<file path="config.mk">
export PLATFORM = sky130hd
export DESIGN_NAME = instr_decode_sequencer
export DESIGN_NICKNAME = d
export VERILOG_FILES = /design/src/instr_decode_sequencer.v
export VERILOG_INCLUDE_DIRS = /design/src
export SDC_FILE = /design/constraint.sdc
export NUM_CORES = 1
export LEC_CHECK = 0
export ABC_AREA = 1
export BUFFER_PORTS_ARGS = -buffer_cell sky130_fd_sc_hd__buf_2
export CORE_ASPECT_RATIO = 1.4
export CORE_MARGIN = 2
export CORE_UTILIZATION = 54
export DETAILED_ROUTE_END_ITERATION = 16
export GPL_TIMING_DRIVEN = 0
export HOLD_SLACK_MARGIN = 0.05
export PLACE_DENSITY_LB_ADDON = 0.15
export SLEW_MARGIN = 15
export SYNTH_ARGS = -nofsm -noshare
export SYNTH_HDL_FRONTEND = slang
export SYNTH_SLANG_ARGS = --single-unit
</file>
<file path="constraint.sdc">
create_clock -name clk_sys -period 4.4 [get_ports clk_sys]
set_input_delay 0.66 -clock clk_sys [delete_from_list [all_inputs] [get_ports clk_sys]]
set_output_delay 0.66 -clock clk_sys [all_outputs]
set_load 0.02 [all_outputs]
</file>
<file path="src/instr_decode_map.vh">
// constants for the instruction decode and sequence block
`ifndef INSTR_DECODE_MAP_VH
`define INSTR_DECODE_MAP_VH
`define WORD_W 12
`define OP_MSB 11
`define OP_LSB 6
`define REG_MSB 5
`define REG_LSB 0
`define GRP_MSB 11
`define GRP_LSB 8
`define MEM_BIT 7
`define ACC_BIT 6
`define WB_BIT 8
`define CC_NOP 2'b00
`define CC_SHIFT 2'b10
`define CC_READ 2'b11
`define CC_WRITE 2'b01
`define SEQ_INDEX 2'b01
`define SEQ_EXEC 2'b00
`define SEQ_NOP1 2'b10
`define SEQ_NOP2 2'b11
`define SEQ_RESET 2'b00
`define CC_RESET 2'b00
`define WORD_RESET 12'h000
`define PAGE_RESET 4'h0
`define OPC_NOP 6'b000000
`define OPC_SKIP 6'b001000
`define OPC_SHIFT 6'b001100
`define OPC_SETPAGE 6'b000100
`define OPC_INPUT 6'b100000
`define OPC_OUTPUT 6'b100100
`define OPC_MODIFY 6'b101010
`define OPC_JUMPREG 6'b001111
`define OPC_LOADLIT 6'b101111
`define OPC_ADDLIT 6'b110011
`endif

</file>
<file path="src/instr_decode_sequencer.v">
// instruction decode, control code register and sequence counter
`timescale 1ns/10ps
`default_nettype none
`include "instr_decode_map.vh"
module instr_decode_sequencer (
  input wire clk_sys,
  input wire reset_n,
  input wire shift_clk,
  input wire word_strobe,
  input wire serial_in,
  input wire skip_taken,
  input wire page_select_data,
  output reg [11:0] instr_buffer_reg,
  output reg [11:0] instr_shift_reg,
  output wire [5:0] op_field,
  output wire [5:0] reg_field,
  output wire [3:0] op_group_field,
  output wire mem_ref,
  output wire two_word,
  output wire acc_select,
  output wire modify_instr,
  output wire jump_to_register,
  output wire input_instr,
  output wire skip_instr,
  output wire shift_instr,
  output wire set_page_instr,
  output wire [1:0] shift_amount,
  output wire shift_left,
  output wire [2:0] shift_type,
  output wire [5:0] skip_condition,
  output reg [3:0] data_page_reg,
  output reg [3:0] program_page_reg,
  output reg [1:0] seq_state,
  output wire seq_stage_low,
  output wire seq_stage_high,
  output wire copy_next_instr,
  output reg [1:0] ctl_code,
  output reg reg_bus_code,
  output reg data_bus_code,
  output reg prog_bus_code,
  output wire pages_equal
);
  // timing: pin clocks are sampled as levels, so every action lags its pin
  // edge by three cycles; each pin level must last at least four cycles
  // synchroniser stages and edge history
  reg [1:0] sync_sc;
  reg [1:0] sync_ws;
  reg [1:0] sync_sd;
  reg [1:0] sync_sk;
  reg sc_prev;
  reg ws_prev;
  // code emission state
  reg [1:0] sent;
  reg index_code;
  reg exec_window;
  reg next_reg_bit;
  reg next_data_bit;
  reg next_prog_bit;
  // pulses and the synchronised skip level
  wire sc_rise;
  wire ws_rise;
  wire skip_now;
  // next-instruction decode
  wire [5:0] nxt_op;
  wire nxt_index;
  wire nxt_in;
  wire nxt_out;
  wire nxt_quiet;
  wire code_first;
  wire code_second;
  wire [1:0] next_ctl;
  // end-of-instruction terms and counter inputs
  wire load_lit;
  wire add_lit;
  wire exec_ends_single;
  wire term_index;
  wire term_exec;
  wire term_nop1;
  wire term_nop2;
  wire [1:0] next_restart_seq;
  wire [1:0] next_step_seq;
  wire [1:0] next_seq;

  // two-stage synchronisers for the pins; nothing reads the first stage
  always @(posedge clk_sys or negedge reset_n) begin
    if (!reset_n) begin
      sync_sc <= 2'b00;
      sync_ws <= 2'b00;
      sync_sd <= 2'b00;
      sync_sk <= 2'b00;
    end else begin
      sync_sc <= {sync_sc[0], shift_clk};
      sync_ws <= {sync_ws[0], word_strobe};
      sync_sd <= {sync_sd[0], serial_in};
      sync_sk <= {sync_sk[0], skip_taken};
    end
  end

  // previous levels for edge detection; both clocks idle low after reset
  always @(posedge clk_sys or negedge reset_n) begin
    if (!reset_n) begin
      sc_prev <= 1'b0;
      ws_prev <= 1'b0;
    end else begin
      sc_prev <= sync_sc[1];
      ws_prev <= sync_ws[1];
    end
  end

  // one-cycle pulses on the rising edge of each synchronised clock
  assign sc_rise = sync_sc[1] & ~sc_prev;
  assign ws_rise = sync_ws[1] & ~ws_prev;
  // skip test level, already synchronised
  assign skip_now = sync_sk[1];

  // field split of the current instruction
  assign op_field = instr_buffer_reg[`OP_MSB:`OP_LSB];
  assign reg_field = instr_buffer_reg[`REG_MSB:`REG_LSB];
  assign op_group_field = instr_buffer_reg[`GRP_MSB:`GRP_LSB];
  assign acc_select = instr_buffer_reg[`ACC_BIT];
  // exception decodes
  // modify and register jump carry the memory flag but are one word
  assign modify_instr = (op_field == `OPC_MODIFY);
  assign jump_to_register = (op_field == `OPC_JUMPREG);
  // input takes a mask word; skip and shift read the register field
  assign input_instr = (op_field == `OPC_INPUT);
  assign skip_instr = (op_field == `OPC_SKIP);
  assign shift_instr = (op_field == `OPC_SHIFT);
  // set-page ignores the accumulator flag, which picks the page register
  assign set_page_instr = ({op_field[5:1], 1'b0} == `OPC_SETPAGE);
  // literal instructions end in execute without waiting on memory
  assign load_lit = (op_field == `OPC_LOADLIT);
  assign add_lit = (op_field == `OPC_ADDLIT);
  // memory flag, with modify and register-jump excluded
  assign mem_ref = instr_buffer_reg[`MEM_BIT] & ~modify_instr
    & ~jump_to_register;
  // address or mask word follows
  assign two_word = mem_ref | input_instr;
  // shift subfields: amount in the low bits, then direction, then kind
  assign shift_amount = shift_instr ? reg_field[1:0] : 2'b00;
  assign shift_left = shift_instr & reg_field[2];
  assign shift_type = shift_instr ? reg_field[5:3] : 3'b000;
  // skip: the whole register field names the test; zero otherwise
  assign skip_condition = skip_instr ? reg_field : 6'b000000;

  // memory selection comparator
  assign pages_equal = (data_page_reg == program_page_reg);

  // decode of the next instruction waiting in the shift register
  assign nxt_op = instr_shift_reg[`OP_MSB:`OP_LSB];
  // bit 7 of the waiting word asks for an index cycle first
  assign nxt_index = instr_shift_reg[`MEM_BIT];
  assign nxt_in = (nxt_op == `OPC_INPUT);
  assign nxt_out = (nxt_op == `OPC_OUTPUT);
  // instructions that leave the register unshifted
  assign nxt_quiet = (nxt_op == `OPC_NOP) | (nxt_op == `OPC_SHIFT)
    | (nxt_op == `OPC_SKIP) | nxt_in;
  // first code bit: input and output only; second: all but the quiet ones
  assign code_first = nxt_in | nxt_out;
  assign code_second = ~nxt_quiet;
  // an indexed instruction asks for a memory read first
  assign next_ctl = nxt_index ? `CC_READ
    : {code_second, code_first};

  // end-of-instruction detection
  assign seq_stage_low = seq_state[0];
  assign seq_stage_high = seq_state[1];
  // modify finishes with its index cycle
  assign term_index = (seq_state == `SEQ_INDEX) & modify_instr;
  // single-cycle work ends in execute unless a taken skip holds it
  assign exec_ends_single = ~instr_buffer_reg[`MEM_BIT]
    & ~(skip_instr & skip_now);
  // execute ends on split memories, register jump, literals or one cycle
  assign term_exec = (seq_state == `SEQ_EXEC)
    & (~pages_equal
    | jump_to_register | load_lit | add_lit
    | exec_ends_single);
  // shared memory: no write-back means the first no-op is the last
  assign term_nop1 = (seq_state == `SEQ_NOP1) & pages_equal
    & ~instr_buffer_reg[`WB_BIT];
  // the last state always ends, so no instruction exceeds four cycles
  assign term_nop2 = (seq_state == `SEQ_NOP2);
  // any end condition copies the next instruction in
  assign copy_next_instr = term_index | term_exec | term_nop1 | term_nop2;

  // restart at index for a memory instruction, otherwise at execute
  assign next_restart_seq = nxt_index ? `SEQ_INDEX : `SEQ_EXEC;
  // free step: low stage takes high stage, high takes inverted low
  assign next_step_seq = {~seq_state[0], seq_state[1]};
  // end of instruction restarts the counter, otherwise it steps
  assign next_seq = copy_next_instr ? next_restart_seq : next_step_seq;

  // word strobe steps the counter and loads the buffer and code register
  always @(posedge clk_sys or negedge reset_n) begin
    if (!reset_n) begin
      instr_buffer_reg <= `WORD_RESET;
      seq_state <= `SEQ_RESET;
      ctl_code <= `CC_RESET;
      index_code <= 1'b0;
      exec_window <= 1'b0;
    end else if (ws_rise) begin
      seq_state <= next_seq;
      // program bus code follows the state this strobe enters
      exec_window <= (next_seq == `SEQ_EXEC);
      if (copy_next_instr) begin
        instr_buffer_reg <= instr_shift_reg;
        ctl_code <= next_ctl;
        index_code <= nxt_index;
      end else begin
        // a cycle with no new instruction leaves the register and data buses idle
        ctl_code <= `CC_NOP;
        index_code <= 1'b0;
      end
    end
  end

  // set-page writes the register field in execute; the flag picks the page
  always @(posedge clk_sys or negedge reset_n) begin
    if (!reset_n) begin
      data_page_reg <= `PAGE_RESET;
      program_page_reg <= `PAGE_RESET;
    end else if (ws_rise & set_page_instr & (seq_state == `SEQ_EXEC)) begin
      if (acc_select) begin
        program_page_reg <= reg_field[3:0];
      end else begin
        data_page_reg <= reg_field[3:0];
      end
    end
  end

  // serial input: one instruction bit per shift clock, low bit first
  always @(posedge clk_sys or negedge reset_n) begin
    if (!reset_n) begin
      instr_shift_reg <= `WORD_RESET;
    end else if (sc_rise) begin
      instr_shift_reg <= {sync_sd[1], instr_shift_reg[11:1]};
    end
  end

  // code bits for the slot being sent; silent once both slots are out
  always @* begin
    next_reg_bit = 1'b0;
    next_data_bit = 1'b0;
    next_prog_bit = 1'b0;
    if (sent != 2'b10) begin
      if (sent == 2'b00) begin
        // first (low) bit goes first; index blocks it on the register bus
        next_reg_bit = ctl_code[0] & ~index_code;
        next_data_bit = ctl_code[0] & index_code;
      end else begin
        next_reg_bit = ctl_code[1];
        next_data_bit = ctl_code[1] & index_code;
      end
      // program memory reads unless it serves data during execute
      next_prog_bit = ~(exec_window & pages_equal);
    end
  end

  // code output: cleared on the word strobe, two bits on the shift clock
  always @(posedge clk_sys or negedge reset_n) begin
    if (!reset_n) begin
      sent <= 2'b00;
      reg_bus_code <= 1'b0;
      data_bus_code <= 1'b0;
      prog_bus_code <= 1'b0;
    end else if (ws_rise) begin
      sent <= 2'b00;
      reg_bus_code <= 1'b0;
      data_bus_code <= 1'b0;
      prog_bus_code <= 1'b0;
    end else if (sc_rise) begin
      if (sent != 2'b10) begin
        sent <= sent + 2'b01;
      end
      // later shift edges carry zeros until the next strobe
      reg_bus_code <= next_reg_bit;
      data_bus_code <= next_data_bit;
      prog_bus_code <= next_prog_bit;
    end
  end
endmodule // instr_decode_sequencer
`default_nettype wire

</file>
==> results of run 1 <==
-- cells in the mapped netlist (2+ instances only) --
cell type | instances | area (sq um)
inv_1 | 48 | 180
clkbuf_1 | 2 | 7.51
buf_4 | 19 | 143
o21ai_0 | 28 | 140
nor2_2 | 2 | 12.5
nor2_4 | 2 | 22.5
buf_6 | 2 | 22.5
xnor2_1 | 2 | 17.5
nand2_1 | 78 | 293
nor2_1 | 25 | 93.8
dfrtp_1 | 53 | 1330
nand3_1 | 8 | 40.0
nand4_1 | 2 | 12.5
nand2_4 | 2 | 22.5
a21oi_1 | 3 | 15.0
o21ai_2 | 11 | 96.3
nor3_1 | 4 | 20.0
ha_1 | 2 | 25.0
-- path summary, 6_finish.rpt --
| kind | startpoint | end | slack [ns] | depth (start not counted) |
|---|---|---|---|---|
| worst min register to register | sync_ws[0] | sync_ws[1] | 0.36 | 0 |
| min in group asynchronous | reset_n | instr_shift_reg[1] | 0.37 | 1 |
| worst max-delay path | instr_buffer_reg[9] | two_word | 1.94 | 7 |
| max in group asynchronous | reset_n | exec_window | 3.59 | 1 |
| worst min-delay path | sync_ws[0] | sync_ws[1] | 0.36 | 0 |
| worst max register to register | instr_buffer_reg[9] | instr_buffer_reg[8] | 2.65 | 10 |
-- cell type report --
| type | count | area, sq um | area share |
|---|---|---|---|
| Sequential cell | 53 | 1330 | 0.419 |
| Multi-Input combinational cell | 176 | 871 | 0.275 |
| Timing Repair Buffer | 85 | 428 | 0.135 |
| Inverter | 49 | 184 | 0.0581 |
| Buffer | 23 | 173 | 0.0546 |
| Tap cell | 62 | 77.6 | 0.0245 |
| Clock buffer | 5 | 68.8 | 0.0218 |
| Clock inverter | 2 | 35.0 | 0.0111 |
-- metrics by stage --
stage                     setup WS (ns)  cells  area, sq um
final                              1.94    455         3160
after global routing               1.78    455         3160
after CTS                          1.94    455         3160
after detailed placement           2.30    448         3060
after global placement             2.30    448         3060
after floorplan                    2.03    301         2550
-- routing by layer --
layer  GRT usage  vias up  part of all wire
li1            -     1098                 -
met1       0.274     1023              0.43
met2       0.366       63              0.51
met3      0.0318        9             0.044
met4      0.0788        0             0.015
met5           0        -                 0
-- worst max-delay path, cell delays in order, from the launching register on --
cell and delay, ns:
dfrtp_1 0.54, nand2_1 0.12, nor2_1 0.10, nand2_1 0.07
nor2_1 0.16, nor3_1 0.08, or2_2 0.27, buf_2 0.16
-- power by group through the flow --
stage | Sequential (mW) | Clock, mW | Combinational (mW)
2_1_floorplan | 0.819 | 0 | 0.577
3_3_place_gp | 0.729 | 0 | 0.949
3_5_place_dp | 0.733 | 0 | 0.966
4_1_cts | 0.723 | 0.320 | 0.969
5_1_grt | 0.746 | 0.340 | 1.05
6_report | 0.724 | 0.312 | 0.959
-- logic make-up after synthesis --
family | after synthesis | synth area share
AO/OA/AOI/OAI | 47 | 0.116
XOR/XNOR | 3 | 0.0103
adder cells (fa/ha/maj) | 2 | 0.00980
buffers and inverters | 72 | 0.140
flip-flops | 53 | 0.519
AND/OR/NAND/NOR | 124 | 0.205
-- cell usage in the layout, fill, tap and decap left out, types with 2 or more instances in the layout --
master	n
a21oi_1	3
buf_2	84
buf_4	20
buf_6	2
clkbuf_1	2
clkbuf_8	5
dfrtp_1	53
ha_1	2
inv_1	48
nand2_1	78
nand2_4	2
nand3_1	8
nand4_1	2
nor2_1	25
nor2_2	2
nor2_4	2
nor3_1	4
o21ai_0	28
o21ai_2	11
xnor2_1	2
==> qor.txt, run 1 <==
final wirelength -> 5470 microns
clock input transition at the sequential cells of the worst setup and hold paths -> 0.09 ns
Top FF cell, synth -> dfrtp_1
initial cell density of the core -> 0.563
# setup viols final -> 0
crit path time final -> 2.46 ns
Rel. slew slack -> 0.570
# hold bufs at CTS -> 0
Util after Layout -> 0.697
Clock Latency Late Sink -> 0.30 ns
post-route antenna net violation count -> 0
Clk pwr share -> 0.157
DP Wirelength -> 4210 microns
Psw -> 0.879 mW
PostCTS Resize Cnt -> 0
GRT overflow -> 0
fillers -> 398
Worst Skew -> 0.00565 ns
final hold violation count -> 0
flops & latches, synth -> 53
sequential power share -> 0.363
final hold slack -> 0.356 ns
Final nets -> 402
crit-path max FO -> 8
status -> finished clean
Die Y -> 85.4 microns
share of layout cells above drive strength 1 -> 0.338
Seq/Total Area, Yosys -> 0.519
clock root buffer -> clkbuf_8
post-CTS setup buffer count -> 0
global-route wire length before repair -> 9040 microns
# rows -> 29
Peak Freq -> 0.406 GHz
pwr/cell area -> 631 nW/um^2
diode count -> 0
switching share of total power -> 0.440
Max VDD drop -> 0.000386 V
leakage -> 1.77 nW
total power -> 1.99 mW
Setup crit end kind -> primary output
critical path class -> reg -> out
GRT Util Overall -> 0.212
syn_nets -> 310
startpoint class of the critical path -> flip-flop
Placer Congestion -> 0.831
clock sinks -> 53
Slew Viols, Final -> 0
I/O pin cnt -> 87
Yosys Warn Count -> 0
largest net degree at the start of global routing -> 54
vias in the first global route -> 1975
Synth Area per Inst -> 8.48 sq um
Die Width -> 62.1 microns
DRT iter0 DRCs -> 109
synthesis-to-layout area growth -> 23.9%
CP arrival -> 1.80 ns
CTS Buf Count -> 5
RSZ-0062 raised after global routing -> no
hold crit path type -> reg -> reg
via count -> 2193
vias per std cell -> 4.82
Syn Inst Count -> 301
Combinational Power Share -> 0.481
core area -> 4540 sq um
ys async rst share -> 1.00
DRT Pass-1 Iters -> 4
initial antenna violation count -> 0
P_int -> 1.12 mW
Port Buffers -> 85
required time worst endpoint -> 3.74 ns
Post-synth EDFFs -> 0
maxcap violations -> 0
drt drc -> 0
H-tree depth -> 2
Final Cycle Share -> 0.559
Worst-Margin Slew -> 0.645 ns
Max Buffers Root-to-Sink -> 2
routed length per instance -> 12.0 microns
post-synth cell types -> 26
Die Area -> 5300 sq um
CTS tree -> built
mapped cell area -> 2550 sq um
Sum Neg Setup Slack -> 0 ns
Note: power is estimated with default switching activity, not from simulation.
==> run 2, diff against run 1 <==
- ABC_AREA: 1 -> 0
- CORE_UTILIZATION: 54 -> 45
- clock period: 4.4 -> 2.11 ns (I/O delays scaled with it)
==> run 2 against run 1 <==
The flow now finishes with violations (negative setup slack). Cell count down 9.5%. Non-clock buffer count up 22. First-iteration DRC count fell by 6.4%. Setup slack lost 2.1 ns. Power increased by 130%. Wire length rose by 6.0%. Clock power grew 130%. Combinational power grew 150%. Hold slack worse by 0.33 ns. Synthesized cell count fell by 23%. Critical endpoint is now copy_next_instr.
==> qor.txt, run 2 <==
required time worst endpoint -> 1.79 ns
total power -> 4.59 mW
DP Wirelength -> 3870 microns
vias in the first global route -> 1879
Area after DPL -> 3000 sq um
Synth Area per Inst -> 10.7 sq um
initial cell density of the core -> 0.459
Die Width -> 66.8 microns
CP arrival -> 1.93 ns
synthesis-to-layout area growth -> 39.8%
Seq/Total Area, Yosys -> 0.534
Syn Inst Count -> 232
Worst-Margin Slew -> 0.656 ns
CTS tree -> built
Post-Place Cells -> 385
fillers -> 454
status -> finished with violations
H-tree depth -> 2
ranking of synthesized cells by area -> dfrtp_1 53%, mux2_1 6.4%, nand2_1 6.4%
failing checks -> negative setup slack
critical path class -> reg -> out
final non-filler cell area -> 3470 sq um
CTS Buf Count -> 5
clock input transition at the sequential cells of the worst setup and hold paths -> 0.09 ns
core area -> 5410 sq um
Port Buffers -> 85
most common cell after layout, fill and taps aside -> buf_2
Clock Latency Late Sink -> 0.30 ns
crit-path max FO -> 4
# rows -> 32
clock root buffer -> clkbuf_8
Slew Viols, Final -> 0
crit path time final -> 2.24 ns
maxcap violations -> 0
Register Area -> 1330 sq um
via count -> 2037
ys async rst share -> 1.00
Post-synth EDFFs -> 0
Worst Skew -> 0.00739 ns
multiplexer share of the synthesized area -> 0.0907
PnR worst setup slack -> -0.132 ns
diode count -> 0
syn_nets -> 241
Rel. slew slack -> 0.562
final wirelength -> 5800 microns
Finished Layout Cells -> 412
leading area contributor after synthesis -> dfrtp_1
Peak Freq -> 0.446 GHz
vias per std cell -> 4.94
Die Area -> 6130 sq um
DRT Pass-1 Iters -> 4
most frequent cells in the layout -> 79 x buf_2, 48 x dfrtp_1, 42 x nand2_1
R2R depth -> 7
GRT overflow -> 0
synth cell count leaders -> 53 x dfrtp_1, 42 x nand2_1, 19 x buf_4
Placer Congestion -> 0.833
post-route antenna net violation count -> 0
Compound-Gate Fraction of Synth Area -> 0.0771
final hold violation count -> 0
Yosys Warn Count -> 0
drt drc -> 0
# setup viols final -> 13
Util after Layout -> 0.642
share of layout cells above drive strength 1 -> 0.515
Final nets -> 352
GRT Util Overall -> 0.200
Adder-Cell Fraction of Synth Area -> 0.0101
startpoint class of the critical path -> flip-flop
most common cell in the netlist -> dfrtp_1
hold crit path type -> in -> async
Top FF cell, synth -> dfrtp_1
global-route wire length before repair -> 9290 microns
flops & latches, synth -> 53
Max VDD drop -> 0.000569 V
Die Y -> 91.9 microns
leakage -> 1.87 nW
# hold bufs at CTS -> 0
initial antenna violation count -> 0
area of the multi-input gates -> 1100 sq um
routed length per instance -> 14.1 microns
largest net degree at the start of global routing -> 54
largest family of logic cells by synthesized area -> simple AND/OR/NAND/NOR gates
Final Cycle Share -> 1.06
post-synth top area share -> 0.534
post-synth cell types -> 43
RSZ-0062 raised after global routing -> yes
DRT iter0 DRCs -> 102
Setup crit end kind -> primary output
I/O pin cnt -> 87
clock sinks -> 53
mapped cell area -> 2480 sq um
Simple-Gate Fraction of Synth Area -> 0.184
pwr/cell area -> 1320 nW/um^2
Post-Synth XOR/XNOR Area -> 0.0176
Max Buffers Root-to-Sink -> 2
run 2: changes by cell type after synthesis, sizes merged, moves of 5 or more:
| cell | previous run | this run |
|---|---|---|
| inv | 49 | 10 |
| nand2 | 80 | 42 |
| o21ai | 40 | 6 |
| nor2 | 29 | 7 |
| mux2 | 0 | 20 |
| and2 | 0 | 12 |
| nand2b | 0 | 7 |
| nand3 | 8 | 3 |
run 2: final cells by class:
| class | instances | share of cell area |
|---|---|---|
| Multi-Input combinational cell | 143 | 0.317 |
| Buffer | 25 | 0.0498 |
| Clock inverter | 2 | 0.0108 |
| Sequential cell | 53 | 0.384 |
| Timing Repair Buffer | 105 | 0.179 |
| Inverter | 10 | 0.0108 |
| Tap cell | 68 | 0.0245 |
| Clock buffer | 6 | 0.0238 |
run 2: worst max-delay path: stages, from the launching register on:
cell       delay [ns]
dfrtp_2          0.44
nand2b_4         0.16
or4_4            0.53
o2bb2ai_4        0.16
and3_4           0.17
inv_2            0.06
buf_6            0.11
run 2: layer usage:
metal,routed length (microns),GRT usage
met4,76,0.0663
met1,2380,0.253
met2,3060,0.335
met5,0,0
met3,285,0.0417
run 2: final timing paths:
path / startpoint / slack [ns] / end
min in group clk_sys: serial_in / 0.12 / sync_sd[0]
min: reset_n / 0.02 / data_page_reg[2]
min reg2reg: sync_ws[0] / 0.36 / sync_ws[1]
max: instr_buffer_reg[10] / -0.13 / copy_next_instr
max in group asynchronous: reset_n / 1.60 / instr_buffer_reg[8]
max reg2reg: instr_buffer_reg[10] / -0.09 / instr_buffer_reg[8]
run 2: stage by stage:
stage          hold slack (ns)  setup WS [ns]  TNS (ns)
3_5_place_dp             0.336         -0.146     -1.13
6_report                0.0248         -0.132    -0.965
3_3_place_gp             0.334         -0.112    -0.883
5_1_grt                 0.0825         -0.180     -2.06
2_1_floorplan           0.0209        -0.0237    -0.132
4_1_cts                  0.104         -0.144     -1.54
run 2: kinds of logic after synthesis:
| family | after synthesis |
|---|---|
| xor gates and xnor gates | 5 |
| and+or+nand+nor | 91 |
| DFF | 53 |
| buffers and inverters | 36 |
| adders and majority gates | 2 |
| AOI/OAI and AO/OA | 25 |
| muxes | 20 |
run 2: timing repair:
action	CTS	global route
setup buffers	13	7
pin swaps	6	5
gates cloned	1	0
setup endpoints to repair	25	27
resized for setup	33	12
run 2: report_power, final:
| part | switching, mW | internal (mW) |
|---|---|---|
| sequential | 0.294 | 1.24 |
| combinational | 1.24 | 1.11 |
| clock | 0.325 | 0.386 |
